===== src/phy_mgmt_pkg.sv =====
package phy_mgmt_pkg;
  // Clock and time base
  localparam int CLK_KHZ = 20000;
  localparam int TICK_US = 25000;
  localparam int TICK_CYCLES_DFLT = TICK_US * CLK_KHZ / 1000;
  // Stretch length in ms per rate code; the blink period has the same figure
  localparam int RATE_MS [4] = '{400, 200, 100, 50};
  // Widths
  localparam int FUNC_W = 4;
  localparam int EVT_W = 8;
  localparam int HOLD_W = 5;
  localparam int TICK_W = 24;
  // Management register indices
  localparam logic [4:0] REG_LED_FUNC = 5'h16;
  localparam logic [4:0] REG_LED_BEH = 5'h17;
  localparam logic [4:0] REG_MDIO_DRV = 5'h19;
  localparam logic [4:0] REG_SCHEME = 5'h1a;
  localparam logic [4:0] REG_INT_CTL = 5'h1b;
  localparam logic [4:0] REG_CONTROL = 5'h1f;
  // Field positions
  localparam int FUNC_ONE_LO = 0;
  localparam int FUNC_TWO_LO = 4;
  localparam int BEH_ACT_SEL = 14;
  localparam int BEH_PULSE = 12;
  localparam int BEH_RATE_LO = 10;
  localparam int BEH_STRETCH_LO = 5;
  localparam int BEH_COMBO_LO = 0;
  localparam int DRV_PUSH_BIT = 1;
  localparam int SCHEME_LEGACY_BIT = 14;
  localparam int CTL_POL_BIT = 14;
  localparam int INT_EN_LO = 8;
  // Reset values
  localparam logic [3:0] FUNC_ONE_RST = 4'h1;
  localparam logic [3:0] FUNC_TWO_RST = 4'h2;
  localparam logic PULSE_RST = 1'b1;
  localparam logic LEGACY_RST = 1'b1;
  // Serial frame fields
  localparam logic [1:0] OP_READ = 2'h2;
  localparam logic [1:0] OP_WRITE = 2'h1;
  localparam logic [5:0] PREAMBLE_BITS = 6'h20;
  localparam logic [5:0] HEADER_BITS = 6'h0c;
  localparam logic [5:0] DATA_BITS = 6'h10;
  localparam logic [5:0] SKIP_BITS = 6'h12;

  // Tick count for a rate code: full length when stretching, half period for blink
  function automatic logic [HOLD_W-1:0] rate_ticks(input logic [1:0] rate, input logic full);
    int us;
    us = RATE_MS[rate] * 1000;
    return full ? HOLD_W'(us / TICK_US) : HOLD_W'(us / (2 * TICK_US));
  endfunction
endpackage


===== src/mdio_serial_port.sv =====
`timescale 1ns/1ns
`default_nettype none
module mdio_serial_port (
  input wire logic i_mclk,
  input wire logic i_rst,
  input wire logic i_mdc,
  input wire logic i_mdio_in,
  input wire logic [4:0] i_phy_addr,
  input wire logic i_push_pull,
  input wire logic [15:0] i_rd_data,
  output logic o_mdio_out,
  output logic o_mdio_oe,
  output logic o_rd_stb,
  output logic o_wr_stb,
  output logic [4:0] o_reg_addr,
  output logic [15:0] o_wr_data
);
  import phy_mgmt_pkg::*;

  typedef enum logic [2:0] {st_pre, st_start, st_hdr, st_ta, st_rd, st_ta_w, st_wr, st_skip} frame_t;

  frame_t state;
  logic mdc_s1, mdc_s2, mdc_s3, mdio_s1, mdio_s2;
  logic [11:0] hdr;
  logic [15:0] dat;
  logic [5:0] cnt;
  logic drv_en, drv_bit;

  // Two-stage synchronisers, then edge finder on the second stage
  always_ff @(posedge i_mclk) begin
    mdc_s1 <= i_mdc;
    mdc_s2 <= mdc_s1;
    mdc_s3 <= mdc_s2;
    mdio_s1 <= i_mdio_in;
    mdio_s2 <= mdio_s1;
  end

  wire rise = mdc_s2 & ~mdc_s3;
  wire bit_in = mdio_s2;
  wire [11:0] next_hdr = {hdr[10:0], bit_in};
  wire addr_hit = next_hdr[9:5] == i_phy_addr;
  wire hdr_done = cnt == HEADER_BITS - 6'h01;

  // Frame sequencer; sampling and driving both follow the clock's rising edge
  always_ff @(posedge i_mclk) begin
    if (i_rst) begin
      state <= st_pre;
      cnt <= '0;
      hdr <= '0;
      dat <= '0;
      drv_en <= 1'b0;
      drv_bit <= 1'b1;
      o_rd_stb <= 1'b0;
      o_wr_stb <= 1'b0;
    end else begin
      o_rd_stb <= 1'b0;
      o_wr_stb <= 1'b0;
      if (o_rd_stb) begin
        dat <= i_rd_data;
      end
      if (rise) begin
        case (state)
          st_pre: begin
            if (bit_in) begin
              cnt <= (cnt == PREAMBLE_BITS) ? cnt : cnt + 6'h01;
            end else if (cnt == PREAMBLE_BITS) begin
              state <= st_start;
            end else begin
              cnt <= '0;
            end
          end
          st_start: begin
            cnt <= '0;
            state <= bit_in ? st_hdr : st_pre;
          end
          st_hdr: begin
            hdr <= next_hdr;
            cnt <= hdr_done ? 6'h00 : cnt + 6'h01;
            if (hdr_done) begin
              if (addr_hit && next_hdr[11:10] == OP_READ) begin
                state <= st_ta;
                o_rd_stb <= 1'b1;
              end else if (addr_hit && next_hdr[11:10] == OP_WRITE) begin
                state <= st_ta_w;
              end else begin
                state <= st_skip;
              end
            end
          end
          st_ta: begin
            drv_en <= 1'b1; // Second turnaround bit driven low
            drv_bit <= 1'b0;
            state <= st_rd;
          end
          st_rd: begin
            if (cnt == DATA_BITS) begin
              drv_en <= 1'b0;
              drv_bit <= 1'b1;
              cnt <= '0;
              state <= st_pre;
            end else begin
              drv_bit <= dat[15];
              dat <= {dat[14:0], 1'b0};
              cnt <= cnt + 6'h01;
            end
          end
          st_ta_w: begin
            cnt <= (cnt == 6'h01) ? 6'h00 : cnt + 6'h01;
            state <= (cnt == 6'h01) ? st_wr : st_ta_w;
          end
          st_wr: begin
            dat <= {dat[14:0], bit_in};
            cnt <= cnt + 6'h01;
            if (cnt == DATA_BITS - 6'h01) begin
              o_wr_stb <= 1'b1;
              cnt <= '0;
              state <= st_pre;
            end
          end
          st_skip: begin
            cnt <= cnt + 6'h01;
            if (cnt == SKIP_BITS - 6'h01) begin
              cnt <= '0;
              state <= st_pre;
            end
          end
          default: state <= st_pre;
        endcase
      end
    end
  end

  // Open-drain only pulls low; push-pull drives both levels
  assign o_mdio_oe = drv_en & (i_push_pull | ~drv_bit);
  assign o_mdio_out = drv_bit & i_push_pull;
  assign o_reg_addr = hdr[4:0];
  assign o_wr_data = dat;
endmodule
`default_nettype wire


===== src/phy_led_irq_mdio_regs.sv =====
// Notes on behaviour
// - Index 22 holds indicator function codes, used only in extended mode.
// - Bits 7:4 of index 22 are indicator_two function, read/write, reset 0010.
// - Bits 3:0 of index 22 are indicator_one function, read/write, reset 0001.
// - Index 23 holds indicator behaviour, used only in extended mode.
// - Index 23 bit 14 activity select resets 0; bit 12 pulsing enable resets 1.
// - Bits 11:10 pick rate: 2.5/5/10/20 Hz blink or 400/200/100/50 ms.
// - Bits 6 and 5 pick stretch (1) or blink (0) per indicator, reset 0.
// - Bits 1 and 0 clear merge activity or collision; set shows plain state.
// - Index 25 bit 1 selects open-drain (0) or push-pull (1) data output.
// - Index 26 bit 14 selects legacy scheme (1) or extended (0), reset 1.
// - Index 27 bits 15:8 are read/write interrupt enables, reset 0.
// - Index 27 bits 7:0 are matching event flags, clear on read, reset 0.
// - Flag 0 reports link up and flag 2 link down, both clear on read.
// - Flag 1 reports remote fault and flag 4 parallel detect fault.
// - Index 31 bit 14 inverts the interrupt pin sense, reset 0.
`timescale 1ns/1ns
`default_nettype none
module phy_led_irq_mdio_regs #(
  parameter int TICK_CYCLES = phy_mgmt_pkg::TICK_CYCLES_DFLT
) (
  input wire logic i_mclk,
  input wire logic i_rst,
  input wire logic i_mdc,
  input wire logic i_mdio_in,
  output logic o_mdio_out,
  output logic o_mdio_oe,
  input wire logic [4:0] i_phy_addr,
  input wire logic [phy_mgmt_pkg::EVT_W-1:0] i_irq_event,
  input wire logic i_link_up,
  input wire logic i_duplex_full,
  input wire logic i_rx_activity,
  input wire logic i_tx_activity,
  input wire logic i_collision,
  output logic o_int_pin,
  output logic o_indicator_one,
  output logic o_indicator_two,
  output logic [phy_mgmt_pkg::FUNC_W-1:0] o_indicator_one_func,
  output logic [phy_mgmt_pkg::FUNC_W-1:0] o_indicator_two_func
);
  import phy_mgmt_pkg::*;

  logic [4:0] addr_s1, addr_s2;
  logic rd_stb, wr_stb;
  logic [4:0] reg_addr;
  logic [15:0] wr_data, rd_data;
  logic [FUNC_W-1:0] func_one, func_two;
  logic act_sel, pulse_en, push_pull, legacy, pol;
  logic [1:0] rate, stretch_sel, combo_dis;
  logic [EVT_W-1:0] irq_en, flags;
  logic [TICK_W-1:0] tick_cnt;
  logic [HOLD_W-1:0] blink_cnt;
  logic [HOLD_W-1:0] hold [2];
  logic phase;

  // Address strap pins come from outside the clock domain
  always_ff @(posedge i_mclk) begin
    addr_s1 <= i_phy_addr;
    addr_s2 <= addr_s1;
  end

  mdio_serial_port u_port (
    .i_mclk(i_mclk),
    .i_rst(i_rst),
    .i_mdc(i_mdc),
    .i_mdio_in(i_mdio_in),
    .i_phy_addr(addr_s2),
    .i_push_pull(push_pull),
    .i_rd_data(rd_data),
    .o_mdio_out(o_mdio_out),
    .o_mdio_oe(o_mdio_oe),
    .o_rd_stb(rd_stb),
    .o_wr_stb(wr_stb),
    .o_reg_addr(reg_addr),
    .o_wr_data(wr_data)
  );

  // Register decode
  wire wr_func = wr_stb && reg_addr == REG_LED_FUNC;
  wire wr_beh = wr_stb && reg_addr == REG_LED_BEH;
  wire wr_drv = wr_stb && reg_addr == REG_MDIO_DRV;
  wire wr_scheme = wr_stb && reg_addr == REG_SCHEME;
  wire wr_int = wr_stb && reg_addr == REG_INT_CTL;
  wire wr_ctl = wr_stb && reg_addr == REG_CONTROL;
  wire int_read = rd_stb && reg_addr == REG_INT_CTL;

  // Read data images; reserved bits read as zero
  wire [15:0] rd_func = {8'h00, func_two, func_one};
  wire [15:0] rd_beh = {1'b0, act_sel, 1'b0, pulse_en, rate, 3'h0, stretch_sel, 3'h0, combo_dis};
  wire [15:0] rd_drv = {14'h0000, push_pull, 1'b0};
  wire [15:0] rd_scheme = {1'b0, legacy, 14'h0000};
  wire [15:0] rd_int = {irq_en, flags};
  wire [15:0] rd_ctl = {1'b0, pol, 14'h0000};
  assign rd_data = (reg_addr == REG_LED_FUNC) ? rd_func :
                   (reg_addr == REG_LED_BEH) ? rd_beh :
                   (reg_addr == REG_MDIO_DRV) ? rd_drv :
                   (reg_addr == REG_SCHEME) ? rd_scheme :
                   (reg_addr == REG_INT_CTL) ? rd_int :
                   (reg_addr == REG_CONTROL) ? rd_ctl : 16'h0000;

  // Configuration registers
  always_ff @(posedge i_mclk) begin
    if (i_rst) begin
      func_one <= FUNC_ONE_RST;
      func_two <= FUNC_TWO_RST;
      act_sel <= 1'b0;
      pulse_en <= PULSE_RST;
      rate <= 2'h0;
      stretch_sel <= 2'h0;
      combo_dis <= 2'h0;
      push_pull <= 1'b0;
      legacy <= LEGACY_RST;
      irq_en <= '0;
      pol <= 1'b0;
    end else begin
      if (wr_func) begin
        func_one <= wr_data[FUNC_ONE_LO +: FUNC_W];
        func_two <= wr_data[FUNC_TWO_LO +: FUNC_W];
      end
      if (wr_beh) begin
        act_sel <= wr_data[BEH_ACT_SEL];
        pulse_en <= wr_data[BEH_PULSE];
        rate <= wr_data[BEH_RATE_LO +: 2];
        stretch_sel <= wr_data[BEH_STRETCH_LO +: 2];
        combo_dis <= wr_data[BEH_COMBO_LO +: 2];
      end
      if (wr_drv) begin
        push_pull <= wr_data[DRV_PUSH_BIT];
      end
      if (wr_scheme) begin
        legacy <= wr_data[SCHEME_LEGACY_BIT];
      end
      if (wr_int) begin
        irq_en <= wr_data[INT_EN_LO +: EVT_W];
      end
      if (wr_ctl) begin
        pol <= wr_data[CTL_POL_BIT];
      end
    end
  end

  // Event flags: a read clears what it returned, a new event always sets
  wire [EVT_W-1:0] clr_mask = int_read ? flags : '0;
  wire [EVT_W-1:0] next_flags = (flags & ~clr_mask) | i_irq_event;
  wire irq_active = |(flags & irq_en);

  always_ff @(posedge i_mclk) begin
    if (i_rst) begin
      flags <= '0;
      o_int_pin <= 1'b1;
    end else begin
      flags <= next_flags;
      o_int_pin <= irq_active ? pol : ~pol;
    end
  end

  // Behaviour in force: legacy scheme falls back to reset settings
  wire eff_pulse = legacy ? PULSE_RST : pulse_en;
  wire eff_act_sel = legacy ? 1'b0 : act_sel;
  wire [1:0] eff_rate = legacy ? 2'h0 : rate;
  wire [1:0] eff_stretch = legacy ? 2'h0 : stretch_sel;
  wire [1:0] eff_combo = legacy ? 2'h0 : combo_dis;
  wire [HOLD_W-1:0] stretch_len = rate_ticks(eff_rate, 1'b1);
  wire [HOLD_W-1:0] blink_half = rate_ticks(eff_rate, 1'b0);

  // Activity select set limits activity to receive traffic
  wire [1:0] act = {i_collision, i_rx_activity | (i_tx_activity & ~eff_act_sel)};
  wire [1:0] base = {i_duplex_full, i_link_up};
  wire tick = tick_cnt == TICK_W'(TICK_CYCLES - 1);

  // Time base, blink phase and activity windows
  always_ff @(posedge i_mclk) begin
    if (i_rst) begin
      tick_cnt <= '0;
      blink_cnt <= '0;
      phase <= 1'b0;
    end else begin
      tick_cnt <= tick ? '0 : tick_cnt + TICK_W'(1);
      if (tick) begin
        blink_cnt <= (blink_cnt >= blink_half - HOLD_W'(1)) ? '0 : blink_cnt + HOLD_W'(1);
        phase <= (blink_cnt >= blink_half - HOLD_W'(1)) ? ~phase : phase;
      end
    end
  end

  always_ff @(posedge i_mclk) begin
    for (int k = 0; k < 2; k++) begin
      if (i_rst) begin
        hold[k] <= '0;
      end else if (act[k]) begin
        hold[k] <= stretch_len;
      end else if (tick && hold[k] != '0) begin
        hold[k] <= hold[k] - HOLD_W'(1);
      end
    end
  end

  // Activity effect: raw when pulsing is off, else stretched or blinking
  wire [1:0] busy = {hold[1] != '0, hold[0] != '0};
  wire [1:0] effect = !eff_pulse ? act : (eff_stretch & busy) | (~eff_stretch & busy & {2{phase}});
  wire [1:0] next_led = (eff_combo & base) | (~eff_combo & base & ~effect);

  always_ff @(posedge i_mclk) begin
    if (i_rst) begin
      o_indicator_one <= 1'b0;
      o_indicator_two <= 1'b0;
      o_indicator_one_func <= FUNC_ONE_RST;
      o_indicator_two_func <= FUNC_TWO_RST;
    end else begin
      o_indicator_one <= next_led[0];
      o_indicator_two <= next_led[1];
      o_indicator_one_func <= legacy ? FUNC_ONE_RST : func_one;
      o_indicator_two_func <= legacy ? FUNC_TWO_RST : func_two;
    end
  end
endmodule
`default_nettype wire


===== config.mk =====
export PLATFORM = sky130hd
export DESIGN_NAME = phy_led_irq_mdio_regs
export DESIGN_NICKNAME = d
export VERILOG_FILES = /design/src/phy_mgmt_pkg.sv /design/src/mdio_serial_port.sv /design/src/phy_led_irq_mdio_regs.sv
export SDC_FILE = /design/constraint.sdc
export NUM_CORES = 1
export LEC_CHECK = 0
export ABC_CLOCK_PERIOD_IN_PS = 2200
export BUFFER_PORTS_ARGS = -buffer_cell sky130_fd_sc_hd__buf_2
export CAP_MARGIN = 20
export CORE_ASPECT_RATIO = 0.75
export CORE_MARGIN = 4
export CORE_UTILIZATION = 55
export DETAILED_ROUTE_END_ITERATION = 10
export PLACE_DENSITY = 0.76
export SYNTH_ARGS = -nofsm -noshare
export SYNTH_HDL_FRONTEND = slang
export SYNTH_HIERARCHICAL = 1
export SYNTH_SLANG_ARGS = --single-unit

===== constraint.sdc =====
create_clock -name i_mclk -period 2.2 [get_ports i_mclk]
set_input_delay 0.11 -clock i_mclk [delete_from_list [all_inputs] [get_ports i_mclk]]
set_output_delay 0.11 -clock i_mclk [all_outputs]
set_load 0.01 [all_outputs]

After elaboration in Yosys (flattened, before gate mapping)
Memory sizes are Yosys's and may differ from the RTL's. Cells that the tools add are included.

Bits in registers: 131. RAM bits: 10. Input port bits: 22. Output and inout bits: 13. Logic and storage cells: 207. Memories: 1.

Memories: hold (depth 2, bits a word 5, read ports 2, clocked after Yosys merged registers in 0, wr ports 2, RTL line phy_led_irq_mdio_regs.sv:53) `logic [HOLD_W-1:0] hold [2];`.

Add/sub/neg operators: 6. $mul: 1. Div/mod/pow operators: 2. $lt $le $gt $ge: 2. Equal/unequal tests: 30. Mux-type cells: 68. Bitwise operators: 35. Reduce and logical (&&, ||, !) cells: 27.

Operators with widths (number): $mux 16 (8); $bmux 32 s2 (1); $mux 32 (2); $mux 6 (8); $pmux 6 s7 (1); $div 32x16->32 const B (1); $div 32x17->32 const B (1); $mul 32x8->29 const B (1); $pmux 16 s2 (1); $eq 5x5->1 const B (6); $mux 5 (5); $add 24x1->24 const B (1); $eq 24x19->1 const B (1); $pmux 3 s8 (1); $mux 1 (23); $mux 3 (7); $and 8x8->8 (2); $mux 15 (1); $sub 5x1->5 const B (3); $mux 2 (7); $and 2x2->2 (6); $eq 3x3->1 const B (4); $eq 6x4->1 const B (2); $eq 6x5->1 const B (2); other kinds (35) (76).

Longest topological paths before layout
Depth after elaboration: 11. Mapped depth: 10. Depth with buffers taken out: 10.

By module
The synthesis kept the hierarchy.

By module, submodules not included: phy_led_irq_mdio_regs (times used 1, cells each 501, area each 4485.6 µm², sequential area each 2021.9 µm²); mdio_serial_port (times used 1, cells each 249, area each 2214.6 µm², sequential area each 900.9 µm²).

Worst setup path before layout
No wires, ideal clock.

Kind: reg-to-reg. Start: register legacy. End: register phase. Setup time: 121 ps. Arrival: 2158 ps. Data required time: 2079 ps. Slack: -78 ps. Stages on the path, launching flop included: 10. Buffers on the path: 0. Clock period less this slack: 2278 ps. Cells stage by stage: dfxtp_1 -> nand2b_1 -> inv_1 -> ha_1 -> inv_1 -> ha_1 -> o311ai_0 -> a41o_1 -> a211oi_1 -> mux2_2.

Cells in the longest elaborated chain, start to end: 10.

Ends and longest elaborated chain: start, declared (RTL line phy_led_irq_mdio_regs.sv:48) `logic act_sel, pulse_en, push_pull, legacy, pol;`; start signal, assigned (RTL line phy_led_irq_mdio_regs.sv:131) `legacy <= wr_data[SCHEME_LEGACY_BIT];`; $mux 2 (RTL line phy_led_irq_mdio_regs.sv:160) `wire [1:0] eff_rate = legacy ? 2'h0 : rate;`; $not 2->3 (not written as such) (RTL line phy_mgmt_pkg.sv:48) `us = RATE_MS[rate] * 1000;`; $bmux 32 s2 (RTL line phy_mgmt_pkg.sv:48); $mux 32 (not written as such) (2 in series) (RTL line phy_mgmt_pkg.sv:48); $mul 32x8->29 (RTL line phy_mgmt_pkg.sv:48); $div 32x17->32 (RTL line phy_mgmt_pkg.sv:49) `return full ? HOLD_W'(us / TICK_US) : HOLD_W'(us / (2 * TICK_US));`; $sub 5x1->5 (RTL line phy_led_irq_mdio_regs.sv:181) `phase <= (blink_cnt >= blink_half - HOLD_W'(1)) ? ~phase : phase;`; $ge 5x5->1 (RTL line phy_led_irq_mdio_regs.sv:181); $reduce_and 2->1 (no source line); end signal, assigned (RTL line phy_led_irq_mdio_regs.sv:181); end, declared (RTL line phy_led_irq_mdio_regs.sv:54) `logic phase;`.

Every way passes these cells. The select of a mux whose other input is x is not followed. A chain may end at the register's enable or synchronous reset.

Worst setup path in the final report
Ends and elaborated chain as after synthesis.

==> qor.yml <==
clock_tree:
  cts_tree: "built"
  numCtsBuffers: 17
  clkTransAtPathRegs_ps: 60
  cts_max_path_buffers: 2
  root_buffer: "clkbuf_16"
  cts.sinks: 141
  htreeDepth: 4
  clk-insertion-delay-late_ps: 420
synth:
  syn_inst: 750
  synth-main-ff-cell: "dfxtp_1"
  ys_types: 69
  syn_avg_cell_area_um2: 8.93
  synth-edff-count: 10
  syn-cell-area_um2: 6700
  synth_seq_area_share: 0.436
  ys.warnings.count: 6
  ys_async_sr_fraction: 0
  synth_seq_cells: 141
  synth_nets: 794
floorplan:
  die_h_um: 104
  ioPinCount: 35
  start_util: 0.571
  num_rows: 34
  die_w_um: 135
  die_area_um2: 14000
  core_um2: 11700
timing:
  drv_slew: 0
  worst_slack_ps: 19.5
  skew_ps: 6.49
  fin_crit_ps: 2180
  fin_crit_sh: 0.991
  finalHoldViolations: 0
  fmax_mhz: 459
  worstMarginPinSlew_ps: 586
  slew_headroom: 0.609
  setup_viol: 0
  rsz0062_at_grt: "yes"
  whs_ps: 138
setup_path:
  r2r_start: "legacy$_SDFFE_PP1P_"
  worstPathArrival_ps: 2490
  path_max_fanout: 5
  crit_type: "flop to flop"
  required_ps: 2510
  start_kind: "flop"
  crit_start: "legacy$_SDFFE_PP1P_"
  reg2regPathDepth: 9
  end_kind: "flop"
detailed_routing:
  routedWlPerCell_um: 15.6
  firstDrtPassIters: 5
  drt_iter0_drc: 535
  routed_wl_um: 15500
  drtAntennaViolNets: 0
  avgViaCountPerCell: 5.61
  vias: 5581
  drc_errors: 0
place:
  pre_cts_slack_ps: -151
  dp_hpwl_um: 11100
  portBuffers: 34
  place.gp.congestion: 0.937
  dp.cells: 944
grt:
  grt_pass1_vias: 5289
  grt_pass1_wl_um: 25800
  grt_overflow: 0
  grt_use_total: 0.225
  grt_start_max_net_pins: 34
  antenna_found_initial: 0
final_layout:
  n_fill_cell: 930
  drive_gt1_frac: 0.186
  layout.cells.non_filler: 995
  syn_to_final_growth_pct: 21.3
  num_antenna_cells: 0
  nNetsFinal: 864
  fin_util: 0.692
pwr:
  max-vdd-ir-drop_mv: 0.601
  p_leak_nw: 3.13
  power.density_nw_per_um2: 716
  power_mw: 5.82
worst_hold_path:
  worstHoldPathType: "primary input to flop"
  worstHoldStart: "i_rst"
  holdPathStages: 2
run_status:
  status: "completed"
job:
  drv_cap: 0
-- per-stage QoR --
step / instance area (µm²) / setup TNS [ps]
after global placement: 7210 / 0
after floorplan: 6750 / 0
after global routing: 8130 / -257
after detailed placement: 7210 / -559
after CTS: 8060 / -1.28
final: 8130 / 0
-- final timing paths --
kind                                         endpoint  slack (ps)
worst max-delay path               phase$_SDFFE_PP0P_          20
worst min-delay path             rate[0]$_SDFFE_PP0P_         140
worst max register to register     phase$_SDFFE_PP0P_          20
worst min register to register  u_port/bit_in$_DFF_P_         330
-- report_power, final --
group	switching (mW)	internal (mW)
Combinational	0.0999	0.0812
Clock	1.15	1.83
Sequential	0.0365	2.62
-- area by class of cell --
cell class,instances,area (µm²),area share
Clock buffer,20,478,0.0588
Tap cell,162,203,0.0249
Multi-Input combinational cell,537,3610,0.444
Timing Repair Buffer,92,648,0.0798
Inverter,31,119,0.0146
Sequential cell,141,2930,0.360
Clock inverter,12,148,0.0182
-- metal layers --
| layer | part of all wire | vias up | routed length [µm] | global-route usage |
|---|---|---|---|---|
| met5 | 0 | - | 0 | 0 |
| met4 | 0.0088 | 0 | 136 | 0.0655 |
| met3 | 0.055 | 12 | 860 | 0.0514 |
| met2 | 0.44 | 174 | 6870 | 0.333 |
| met1 | 0.49 | 2633 | 7660 | 0.329 |
| li1 | - | 2762 | - | - |
-- sequential cells by signal, summed over array words and instances (netlist names), 5 cells and up --
signal            flops
irq_en                8
addr_s2               5
u_port/cnt            6
flags                 8
hold                 10
tick_cnt             24
blink_cnt             5
u_port/o_wr_data     16
addr_s1               5
u_port/hdr           11
-- cell usage in the layout, fill, tap and decap left out, drive strengths merged, types with 5 or more instances in the layout --
| master | n |
|---|---|
| a21oi | 48 |
| a22oi | 11 |
| and2 | 15 |
| and3 | 10 |
| buf | 75 |
| clkbuf | 20 |
| dfxtp | 131 |
| dlygate4sd3 | 17 |
| edfxtp | 10 |
| ha | 22 |
| inv | 36 |
| mux2i | 35 |
| nand2 | 69 |
| nand2b | 18 |
| nand3 | 31 |
| nand3b | 5 |
| nand4 | 10 |
| nor2 | 85 |
| nor2b | 10 |
| nor3 | 13 |
| nor4b | 6 |
| o21ai | 24 |
| or3 | 7 |
| or4 | 7 |
| xnor2 | 13 |
| xor2 | 22 |
-- synth_stat cells (all sizes together) (4+ instances only) --
| master | count | share of area |
|---|---|---|
| nand4 | 10 | 0.0093 |
| mux2i | 35 | 0.052 |
| or4 | 7 | 0.0078 |
| nand2 | 69 | 0.040 |
| mux2 | 4 | 0.0067 |
| or3 | 7 | 0.0065 |
| buf | 17 | 0.016 |
| o211ai | 4 | 0.0065 |
| or2 | 4 | 0.0037 |
| edfxtp | 10 | 0.045 |
| nand3b | 5 | 0.0056 |
| nor2 | 85 | 0.048 |
| nor2b | 10 | 0.0093 |
| inv | 31 | 0.017 |
| nand3 | 31 | 0.024 |
| xor2 | 22 | 0.029 |
| nor4b | 6 | 0.012 |
| nand2b | 18 | 0.017 |
| o41ai | 4 | 0.0052 |
| dfxtp | 131 | 0.39 |
| o21ai | 24 | 0.018 |
| a211o | 4 | 0.0052 |
| clkbuf | 24 | 0.013 |
| a22oi | 11 | 0.012 |
| nor3 | 13 | 0.0097 |
| and3 | 10 | 0.0093 |
| ha | 22 | 0.041 |
| a22o | 4 | 0.0052 |
| a211oi | 4 | 0.0045 |
| xnor2 | 13 | 0.017 |
| and2 | 15 | 0.014 |
| a21oi | 48 | 0.036 |
-- critical path: stages (launching register included) --
cell and delay (ps):
dfxtp_2 350, nand2b_4 190, ha_4 150, inv_2 40, ha_4 260, xor2_2 160
o311ai_2 120, a41o_1 240, a211oi_2 230, mux2_4 320
-- timing repair --
action | in CTS | in global routing
endpoints found under the setup margin | 7 | 17
pin swaps | 3 | 9
gates resized for setup | 9 | 17
endpoints found under the hold margin | 17 | 0
buffers inserted | 1 | 1
hold buffers | 17 | 0
-- cells by family (layout without fill, tap and decap cells) --
family	after synthesis	in the layout	synth area share
AOI/OAI and AO/OA	131	131	0.129
xor gates and xnor gates	35	35	0.0458
adders and majority gates	22	22	0.0411
buffers and inverters	72	155	0.0471
DFF	141	141	0.436
muxes	39	39	0.0590
and+or+nand+nor	310	310	0.242
No activity file was read; power rests on OpenSTA's default activity.
